### src/rtl/aps_regs.svh
`ifndef APS_REGS_SVH
`define APS_REGS_SVH

// ==========================================
// Register map
`define APS_CTRL_OFS 12'h000
`define APS_STATUS_OFS 12'h004
`define APS_COUNT_OFS 12'h008

// ==========================================
// Fields
`define APS_CTRL_REQ_BIT 0
`define APS_CTRL_INHIBIT_BIT 1
`define APS_CTRL_RESET 32'h0000_0000

// ==========================================
// Detection figures
`define APS_WINDOW_CLOCKS 512
`define APS_MIN_PULSES 120
`define APS_AIS_RUN 2048

// ==========================================
// Timing
`define APS_CLK_PERIOD_NS 8
`define APS_DEBOUNCE_NS 1000
`define APS_DEBOUNCE_CYCLES ((`APS_DEBOUNCE_NS + `APS_CLK_PERIOD_NS - 1) / `APS_CLK_PERIOD_NS)

`endif

### src/rtl/aps_pkg.sv
package aps_pkg;
  typedef enum logic [1:0] {
    APS_ST_INIT,
    APS_ST_MAIN,
    APS_ST_RELEASING,
    APS_ST_RESERVE
  } aps_state_type;
endpackage

### src/rtl/aps_top.sv
`timescale 1ns/1ps
`default_nettype none
`include "aps_regs.svh"

module aps_top #(
  parameter int DEBOUNCE_CYCLES = `APS_DEBOUNCE_CYCLES
) (
  // Clock and reset
  input wire logic clk,
  input wire logic rst,
  // APB slave
  input wire logic psel,
  input wire logic penable,
  input wire logic pwrite,
  input wire logic [11:0] paddr,
  input wire logic [31:0] pwdata,
  output logic pready,
  output logic [31:0] prdata,
  output logic pslverr,
  // Recovered marks
  input wire logic mark_pos,
  input wire logic mark_neg,
  input wire logic mark_qualified,
  output logic data_pos_out,
  output logic data_neg_out,
  // Front panel and straps
  input wire logic ais_disable_jumper,
  input wire logic inhibit_switch,
  input wire logic change_request_button,
  input wire logic ext_change_req_n,
  input wire logic power_fail,
  input wire logic relay_latched_main,
  // Handshake link
  input wire logic partner_sense_n,
  input wire logic partner_power,
  input wire logic partner_status_in,
  input wire logic partner_release_in,
  input wire logic partner_alarm_in,
  input wire logic partner_inhibit_in,
  output logic status_out,
  output logic release_out,
  output logic alarm_to_partner,
  output logic inhibit_to_partner,
  // Relay and indicators
  output logic main_select,
  output logic relay_reset,
  output logic loss_led,
  output logic ais_led,
  output logic in_service_led,
  output logic standby_led,
  output logic general_alarm_n
);

  // Debounce counter is 16 bits wide
  if (DEBOUNCE_CYCLES < 1 || DEBOUNCE_CYCLES > 65535) begin : g_bad_debounce
    $error("DEBOUNCE_CYCLES out of range");
  end

  localparam int NIN = 9;
  localparam logic [15:0] DB_MAX = 16'(DEBOUNCE_CYCLES - 1);
  // Idle level of each line, so reset release never looks like an edge
  localparam logic [NIN-1:0] IDLE_IN = 9'h03C;
  localparam logic [16:0] SETTLE_MAX = 17'(DEBOUNCE_CYCLES + 3);

  // ==========================================
  // Input synchronisers and debounce
  logic [NIN-1:0] raw_in;
  logic [NIN-1:0] sync1_q;
  logic [NIN-1:0] sync2_q;
  logic [NIN-1:0] clean_q;
  logic [15:0] db_cnt_q [NIN];

  assign raw_in = {partner_inhibit_in, partner_alarm_in, partner_release_in,
                   partner_status_in, partner_power, partner_sense_n,
                   ext_change_req_n, change_request_button, inhibit_switch};

  always_ff @(posedge clk) begin
    if (rst) begin
      sync1_q <= IDLE_IN;
      sync2_q <= IDLE_IN;
    end else begin
      sync1_q <= raw_in;
      sync2_q <= sync1_q;
    end
  end

  // Level must hold steady for the whole debounce time before it is accepted
  always_ff @(posedge clk) begin
    if (rst) begin
      clean_q <= IDLE_IN;
      for (int i = 0; i < NIN; i++) begin
        db_cnt_q[i] <= 16'h0000;
      end
    end else begin
      for (int i = 0; i < NIN; i++) begin
        if (sync2_q[i] == clean_q[i]) begin
          db_cnt_q[i] <= 16'h0000;
        end else if (db_cnt_q[i] == DB_MAX) begin
          db_cnt_q[i] <= 16'h0000;
          clean_q[i] <= sync2_q[i];
        end else begin
          db_cnt_q[i] <= db_cnt_q[i] + 16'h0001;
        end
      end
    end
  end

  logic inhibit_own;
  logic button;
  logic ext_req;
  logic paired;
  logic partner_up;
  logic partner_claim;
  logic partner_releasing;
  logic partner_faulty;
  logic partner_inhibit;
  logic ctrl_req_q;
  logic ctrl_inhibit_q;

  assign inhibit_own = clean_q[0] | ctrl_inhibit_q;
  assign button = clean_q[1];
  assign ext_req = ~clean_q[2];
  assign paired = ~clean_q[3];
  assign partner_up = clean_q[4];
  assign partner_claim = ~clean_q[5];
  assign partner_releasing = clean_q[6];
  assign partner_faulty = clean_q[7];
  assign partner_inhibit = clean_q[8];

  // ==========================================
  // Data path
  // Plain reclock; outputs never forced to ones on loss
  always_ff @(posedge clk) begin
    if (rst) begin
      data_pos_out <= 1'b0;
      data_neg_out <= 1'b0;
    end else begin
      data_pos_out <= mark_pos;
      data_neg_out <= mark_neg;
    end
  end

  logic pulse;
  assign pulse = (mark_pos | mark_neg) & mark_qualified;

  // ==========================================
  // Loss and AIS detection
  logic [9:0] win_cnt_q;
  logic [9:0] pulse_cnt_q;
  logic [9:0] last_count_q;
  logic [11:0] run_q;
  logic loss_q;
  logic ais_q;

  always_ff @(posedge clk) begin
    if (rst) begin
      win_cnt_q <= 10'h000;
      pulse_cnt_q <= 10'h000;
      last_count_q <= 10'h000;
      loss_q <= 1'b0;
    end else if (win_cnt_q == 10'(`APS_WINDOW_CLOCKS - 1)) begin
      win_cnt_q <= 10'h000;
      pulse_cnt_q <= 10'h000;
      last_count_q <= pulse_cnt_q + {9'h000, pulse};
      loss_q <= (pulse_cnt_q + {9'h000, pulse}) < 10'(`APS_MIN_PULSES);
    end else begin
      win_cnt_q <= win_cnt_q + 10'h001;
      pulse_cnt_q <= pulse_cnt_q + {9'h000, pulse};
    end
  end

  // Run counter saturates so a long AIS never wraps back to clear
  always_ff @(posedge clk) begin
    if (rst) begin
      run_q <= 12'h000;
      ais_q <= 1'b0;
    end else if (!pulse) begin
      run_q <= 12'h000;
      ais_q <= 1'b0;
    end else if (run_q == 12'(`APS_AIS_RUN)) begin
      ais_q <= 1'b1;
    end else begin
      run_q <= run_q + 12'h001;
    end
  end

  logic ais_effective;
  logic alarm;
  logic fault;
  assign ais_effective = ais_q & ~ais_disable_jumper;
  assign alarm = loss_q | ais_effective;
  assign fault = alarm | power_fail;

  // ==========================================
  // Indicators and alarm contact
  always_ff @(posedge clk) begin
    if (rst) begin
      loss_led <= 1'b0;
      ais_led <= 1'b0;
      general_alarm_n <= 1'b1;
      alarm_to_partner <= 1'b0;
      inhibit_to_partner <= 1'b0;
    end else begin
      loss_led <= loss_q;
      ais_led <= ais_q;
      general_alarm_n <= ~alarm;
      alarm_to_partner <= fault;
      inhibit_to_partner <= inhibit_own;
    end
  end

  // ==========================================
  // Main / reserve arbitration
  aps_pkg::aps_state_type state_q;
  logic [16:0] settle_q;
  logic claim_prev_q;
  logic claim_rise;
  logic inhibit_any;
  logic manual_req;
  logic can_release;

  assign inhibit_any = inhibit_own | partner_inhibit;
  assign manual_req = (button & ~alarm)
                    | (ext_req & ~inhibit_own)
                    | (ctrl_req_q & ~alarm);
  assign can_release = fault & ~inhibit_any & ~partner_faulty & partner_up;
  // In MAIN only a fresh claim forces us off; a claim still fading after takeover must not
  assign claim_rise = partner_claim & ~claim_prev_q;

  always_ff @(posedge clk) begin
    if (rst) begin
      claim_prev_q <= 1'b0;
    end else begin
      claim_prev_q <= partner_claim;
    end
  end

  // Arbitration waits until every debounced line has settled after reset
  always_ff @(posedge clk) begin
    if (rst) begin
      settle_q <= 17'h00000;
    end else if (settle_q != SETTLE_MAX) begin
      settle_q <= settle_q + 17'h00001;
    end
  end

  always_ff @(posedge clk) begin
    if (rst) begin
      state_q <= aps_pkg::APS_ST_INIT;
    end else if (settle_q != SETTLE_MAX) begin
      state_q <= aps_pkg::APS_ST_INIT;
    end else if (!paired) begin
      state_q <= aps_pkg::APS_ST_MAIN; // stand-alone always drives the path
    end else begin
      case (state_q)
        aps_pkg::APS_ST_INIT: begin
          if (partner_claim || !relay_latched_main) begin
            state_q <= aps_pkg::APS_ST_RESERVE;
          end else begin
            state_q <= aps_pkg::APS_ST_MAIN;
          end
        end
        aps_pkg::APS_ST_MAIN: begin
          if (claim_rise && partner_up) begin
            state_q <= aps_pkg::APS_ST_RESERVE;
          end else if (can_release) begin
            state_q <= aps_pkg::APS_ST_RELEASING;
          end
        end
        aps_pkg::APS_ST_RELEASING: begin
          if (partner_claim) begin
            state_q <= aps_pkg::APS_ST_RESERVE;
          end else if (!can_release) begin
            state_q <= aps_pkg::APS_ST_MAIN;
          end
        end
        aps_pkg::APS_ST_RESERVE: begin
          if (!partner_up) begin
            state_q <= aps_pkg::APS_ST_MAIN;
          end else if (partner_releasing && !fault && !inhibit_any) begin
            state_q <= aps_pkg::APS_ST_MAIN;
          end else if (manual_req) begin
            state_q <= aps_pkg::APS_ST_MAIN;
          end
          // Recovery alone never brings us back
        end
        default: begin
          state_q <= aps_pkg::APS_ST_INIT;
        end
      endcase
    end
  end

  logic is_main;
  assign is_main = (state_q == aps_pkg::APS_ST_MAIN) || (state_q == aps_pkg::APS_ST_RELEASING);

  // ==========================================
  // Link and relay outputs
  always_ff @(posedge clk) begin
    if (rst) begin
      status_out <= 1'b1;
      release_out <= 1'b0;
      main_select <= 1'b0;
      relay_reset <= 1'b0;
      in_service_led <= 1'b0;
      standby_led <= 1'b0;
    end else begin
      status_out <= ~(is_main & paired);
      release_out <= (state_q == aps_pkg::APS_ST_RELEASING);
      main_select <= is_main;
      relay_reset <= paired & partner_claim & ~is_main;
      in_service_led <= is_main;
      standby_led <= (state_q == aps_pkg::APS_ST_RESERVE);
    end
  end

  // ==========================================
  // APB slave, one wait state per access
  logic access;
  logic mapped;
  assign access = psel & penable & ~pready;
  assign mapped = (paddr == `APS_CTRL_OFS) || (paddr == `APS_STATUS_OFS)
               || (paddr == `APS_COUNT_OFS);

  always_ff @(posedge clk) begin
    if (rst) begin
      pready <= 1'b0;
      pslverr <= 1'b0;
      prdata <= 32'h0000_0000;
    end else begin
      pready <= access;
      pslverr <= access & ~mapped;
      if (access && !pwrite) begin
        case (paddr)
          `APS_CTRL_OFS: prdata <= {30'h0, ctrl_inhibit_q, ctrl_req_q};
          `APS_STATUS_OFS: prdata <= {20'h0, paired, partner_up, partner_claim,
                                      partner_releasing, 2'(state_q), is_main,
                                      ais_disable_jumper, general_alarm_n, fault,
                                      ais_q, loss_q};
          `APS_COUNT_OFS: prdata <= {4'h0, run_q, 6'h00, last_count_q};
          default: prdata <= 32'h0000_0000;
        endcase
      end else begin
        prdata <= 32'h0000_0000;
      end
    end
  end

  // Software request holds until taken or refused by alarm
  always_ff @(posedge clk) begin
    if (rst) begin
      ctrl_req_q <= 1'b0;
      ctrl_inhibit_q <= 1'b0;
    end else if (psel && penable && pready && pwrite && paddr == `APS_CTRL_OFS) begin
      // Write lands at the edge where the master sees pready
      ctrl_req_q <= pwdata[`APS_CTRL_REQ_BIT];
      ctrl_inhibit_q <= pwdata[`APS_CTRL_INHIBIT_BIT];
    end else if (is_main || alarm) begin
      ctrl_req_q <= 1'b0;
    end
  end

endmodule // aps_top

`default_nettype wire

### config.mk
export PLATFORM = sky130hd
export DESIGN_NAME = aps_top
export DESIGN_NICKNAME = d
export VERILOG_FILES = /design/src/rtl/aps_pkg.sv /design/src/rtl/aps_top.sv
export VERILOG_INCLUDE_DIRS = /design/src /design/src/rtl
export SDC_FILE = /design/constraint.sdc
export NUM_CORES = 1
export LEC_CHECK = 0
export BUFFER_PORTS_ARGS = -buffer_cell sky130_fd_sc_hd__buf_4
export CAP_MARGIN = 20
export CORE_MARGIN = 1
export CORE_UTILIZATION = 55
export CTS_BUF_LIST = sky130_fd_sc_hd__clkbuf_16
export DETAILED_ROUTE_END_ITERATION = 7
export PLACE_DENSITY = 0.77
export SETUP_SLACK_MARGIN = 0.4
export SYNTH_ARGS = -nofsm -noshare
export SYNTH_HDL_FRONTEND = slang
export SYNTH_SLANG_ARGS = --single-unit
### constraint.sdc
create_clock -name clk -period 3.05 [get_ports clk]
set_input_delay 0.305 -clock clk [delete_from_list [all_inputs] [get_ports clk]]
set_output_delay 0.305 -clock clk [all_outputs]
set_load 0.005 [all_outputs]
After elaboration in Yosys (flattened, before gate mapping)

Memory sizes are Yosys's and may differ from the RTL's.
Cells that the tools add are included.

Flip-flop bits (word level): 139
Memories kept: 1
RAM bits: 144
Logic and storage cells: 335

Bitwise operators: 73
Eq/ne operators: 32
Order comparisons: 1
Reduce and logical (&&, ||, !) cells: 36
Mux-type cells: 141
Add/sub/neg operators: 13

Memories:

| memory   | words | bits a word | read ports | clocked after memory_dff | write ports | RTL line      | RTL |
|---|---|---|---|---|---|---|---|
| db_cnt_q | 9     | 16          | 9          | 0                        | 9           | aps_top.sv:71 | `logic [15:0] db_cnt_q [NIN];` |

Operators with widths:

| kind                    | number |
|---|---|
| $mux W16                | 27 |
| $add A16 B1 Y16 const B | 9 |
| $eq A16 B7 Y1 const B   | 9 |
| $mux W1                 | 104 |
| $pmux W28 S3            | 1 |
| $or A1 B1 Y1            | 34 |
| $not A1 Y1              | 24 |
| $reduce_and A2 Y1       | 9 |
| $add A17 B1 Y17 const B | 1 |
| $ne A17 B8 Y1 const B   | 1 |
| $mux W2                 | 8 |
| $and A1 B1 Y1           | 15 |
| $add A12 B1 Y12 const B | 1 |
| $eq A12 B12 Y1 const B  | 1 |
| $eq A12 B3 Y1 const B   | 1 |
| $eq A12 B4 Y1 const B   | 1 |
| $logic_not A12 Y1       | 1 |
| $ne A4 B4 Y1 const B    | 3 |
| $add A10 B1 Y10         | 1 |
| $add A10 B1 Y10 const B | 1 |
| $eq A10 B9 Y1 const B   | 1 |
| $lt A10 B7 Y1 const B   | 1 |
| $eq A1 B1 Y1            | 9 |
| $logic_and A1 B1 Y1     | 8 |
| other kinds (12)        | 25 |

Depth between registers and ports, before layout

Word-level depth: 12
Mapped depth: 10

Worst setup path after synthesis

OpenSTA, ideal clock, no wires.

Path kind: input to register
From: in mark_neg
To: reg loss_q
Path buffers: 1
Stages on the path: 10
Path slack: 1.035 ns
Arrival: 1.899 ns
Required time: 2.934 ns
Library setup time: 0.116 ns
Cells stage by stage: o21ai_0 -> inv_1 -> ha_1 -> ha_1 -> and4_1 -> clkbuf_1 -> and3_1 -> o211ai_1 -> o41ai_1 -> a41o_1

Longest elaborated chain between the ends: 4

RTL lines:

| what                   | RTL line       | RTL |
|---|---|---|
| start: declaration     | aps_top.sv:22  | `input wire logic mark_neg,` |
| $or A1 B1 Y1           | aps_top.sv:144 | `assign pulse = (mark_pos \| mark_neg) & mark_qualified;` |
| $and A1 B1 Y1          | aps_top.sv:144 |  |
| $add A10 B1 Y10        | aps_top.sv:165 | `` loss_q <= (pulse_cnt_q + {9'h000, pulse}) < 10'(`APS_MIN_PULSES); `` |
| $lt A10 B7 Y1          | aps_top.sv:165 |  |
| end signal: assignment | aps_top.sv:165 |  |
| end: declaration       | aps_top.sv:152 | `logic loss_q;` |

No other way between the ends.
A chain may end at the register's enable or synchronous reset.

==> summary.txt <==
Tmin final - 2.34 ns
syn_area_per_cell - 10.2 um2
Sw Pwr - 0.00169 W
Worst slew margin - 57.6%
final hold violations - 0
Port Buf Inserts - 72
Tightest Pin Transition - 0.630 ns
# diodes - 0
register clock-pin slew on the reported worst setup and hold paths - 0.06 ns
crit path capture type - flip-flop
status - finished clean
Cells after Synth - 1,259
DR vias - 9,119
Filler cells - 1,788
Final setup viols - 0
DIE HEIGHT - 155 um
Placer Congestion - 0.831
Avg WL per Cell - 13.2 um
Hold Crit Endpoint - ctrl_inhibit_q
Synth top area share - 33.7%
clock power share - 45.5%
Unique masters post-synth - 52
highest-count cells in the layout ignoring fill and taps - nor2_1 (239), conb_1 (152), edfxtp_1 (144)
global route overflow - 0
total routed wirelength - 24,000 um
Final nets - 1,572
CTS tree - done
Hold Crit Depth - 3
Seq cells post-synth - 275
GR Util All Layers - 20.8%
vias in the first global route - 9,013
Post-CTS Resized - 0
hpwl dp - 17,000 um
Hold Crit Start - pwdata[1]
final worst path period share - 76.6%
Post-synth EDFFs - 144
Final Skew - 0.00940 ns
PwrDens - 531 nW/um2
Pleak - 5.81 nW
htree depth - 1
Initial Utilization - 56.3%
post-synthesis sequential area ratio - 54.2%
internal power - 0.00638 W
reg2reg end - db_cnt_q[7][11]
startpoint types - flip-flop
Max Slew Vio Count - 0
HP Class - input port to flip-flop
Num CTS Buffers - 29
most common cell after layout, fill and taps aside - nor2_1
Max Cap Viol - 0
row count - 55
final antenna-violating net count - 0
Synth area leader - edfxtp_1
I/O pins - 111
RSZ-0062 raised after global routing - false
DRC Markers - 0
worst vdd ir - 0.000576 V
full die area - 23,900 um2
post-synth design cell area - 12,800 um2
switching part of the total power - 21.0%
Sum Neg Setup Slack - 0 ns
layout cells sized above 1 - 9.53%
first-pass GRT wire length - 40,800 um
yosys warns - 0
Critical Path Fanout Max - 16
CTS Sinks - 275
largest net degree at the start of global routing - 34
Area growth syn-to-layout - 18.6%
Vias/cell - 5.03
maximum clock rate - 0.428 GHz
WP data required - 3.31 ns
Die W - 155 um
Top FF cell, synth - edfxtp_1
reg2reg start - db_cnt_q[7][0]
Reg power frac - 50.8%
R2R Setup Slk - 0.71 ns
Root Driver - clkbuf_16
worst skew pair latency - 0.53 ns
drt initial violations - 469
Clock Path Buffers - 3
Post-synth ARST share - 0%
initial antenna violation count - 0
power consumption - 0.00807 W
Post-CTS Setup Repair Bufs - 0
synth top area cells - edfxtp_1 (34%), dfxtp_1 (20%), xor2_1 (7.0%), nor2_1 (7.0%), xnor2_1 (4.3%)
first-pass detailed-route iteration total - 5
Comb pwr share - 3.7%
Setup CP Type - flip-flop to flip-flop
Critical Path AT - 2.59 ns
core area - 22,800 um2
depth of the worst register-to-register path - 7
cell usage after synthesis, drive strengths merged, types with 29 or more instances:
cell type,count
nand4,36
nor2,239
xor2,103
nand2,80
xnor2,63
edfxtp,144
and3,47
dfxtp,131
inv,39
ha,29
nand3,73
per-stage QoR:
step | instance area [um2] | utilization [%] | std cells | worst slack, ns | hold WS (ns)
global placement | 14100 | 61.9 | 1752 | 0.784 | 0.394
floorplan | 13400 | - | 1409 | 1.03 | 0.389
CTS | 15200 | 66.7 | 1814 | 0.734 | 0.00256
detailed placement | 14100 | 61.9 | 1752 | 0.755 | 0.396
global route | 15200 | 66.7 | 1814 | 0.515 | 0.0155
finish | 15200 | 66.7 | 1814 | 0.715 | 0.0199
critical path, cell delays in order, from the launching register on:
cell,delay (ns)
edfxtp_1,0.43
inv_1,0.09
ha_1,0.13
or4b_1,0.44
nor3_1,0.15
and3_1,0.22
or3_1,0.49
nor2_1,0.11
kinds of logic (layout without fill, tap and decap cells):
logic type	Yosys count	in the layout	synth area share, %
AO/OA/AOI/OAI	65	65	3.18
XOR/XNOR	166	166	11.3
adder cells (fa/ha/maj)	29	29	2.83
buffers and inverters	88	180	3.23
flip-flops	275	275	54.2
multiplexers	16	16	1.27
other	2	152	0.0586
AND/OR/NAND/NOR	618	618	23.9
how the worst max path moves through the flow:
stage,start,end,slack (ns),cells after the start
after CTS,db_cnt_q[7][0],db_cnt_q[7][8],0.73,7
after global placement,mark_neg,loss_q,0.78,10
after floorplan,mark_neg,loss_q,1.03,10
after detailed placement,db_cnt_q[7][0],db_cnt_q[7][8],0.76,7
final,db_cnt_q[7][0],db_cnt_q[7][11],0.71,7
after global routing,db_cnt_q[7][0],db_cnt_q[7][11],0.52,7
timing repair:
item | in CTS | in global routing
hold endpoints to repair | 9 | 0
endpoints found under the setup margin | 0 | 0
hold buffers | 9 | 0
registers in the layout, indices dropped and copies added (netlist names), 2 cells and up:
register,count
clean_q,9
db_cnt_q,144
last_count_q,10
prdata,24
pulse_cnt_q,10
run_q,12
settle_q,17
state_q,2
sync1_q,9
sync2_q,9
win_cnt_q,10
layer usage:
metal	part of all wire, %	vias up	GRT usage (%)
met5	0	-	0
met4	2.8	0	6.88
met3	3.2	44	2.97
met2	49	139	37.4
met1	45	4274	25.5
li1	-	4662	-
area by class of cell:
type                            count  area, um2  area share (%)
Timing Repair Buffer               87        676            4.44
Clock inverter                     24        284            1.87
Sequential cell                   275       6950            45.7
Multi-Input combinational cell   1046       6030            39.7
Tap cell                          313        392            2.58
Clock buffer                       29        726            4.77
Inverter                           40        150           0.988
power groups by stage:
stage	clock, W	combinational [W]	sequential (W)
after detailed placement	0	0.000281	0.00418
after CTS	0.00375	0.000295	0.00410
after floorplan	0	0.000216	0.00415
after global routing	0.00390	0.000344	0.00412
after global placement	0	0.000275	0.00418
final	0.00367	0.000299	0.00410
(Power assumes the default switching activity.)
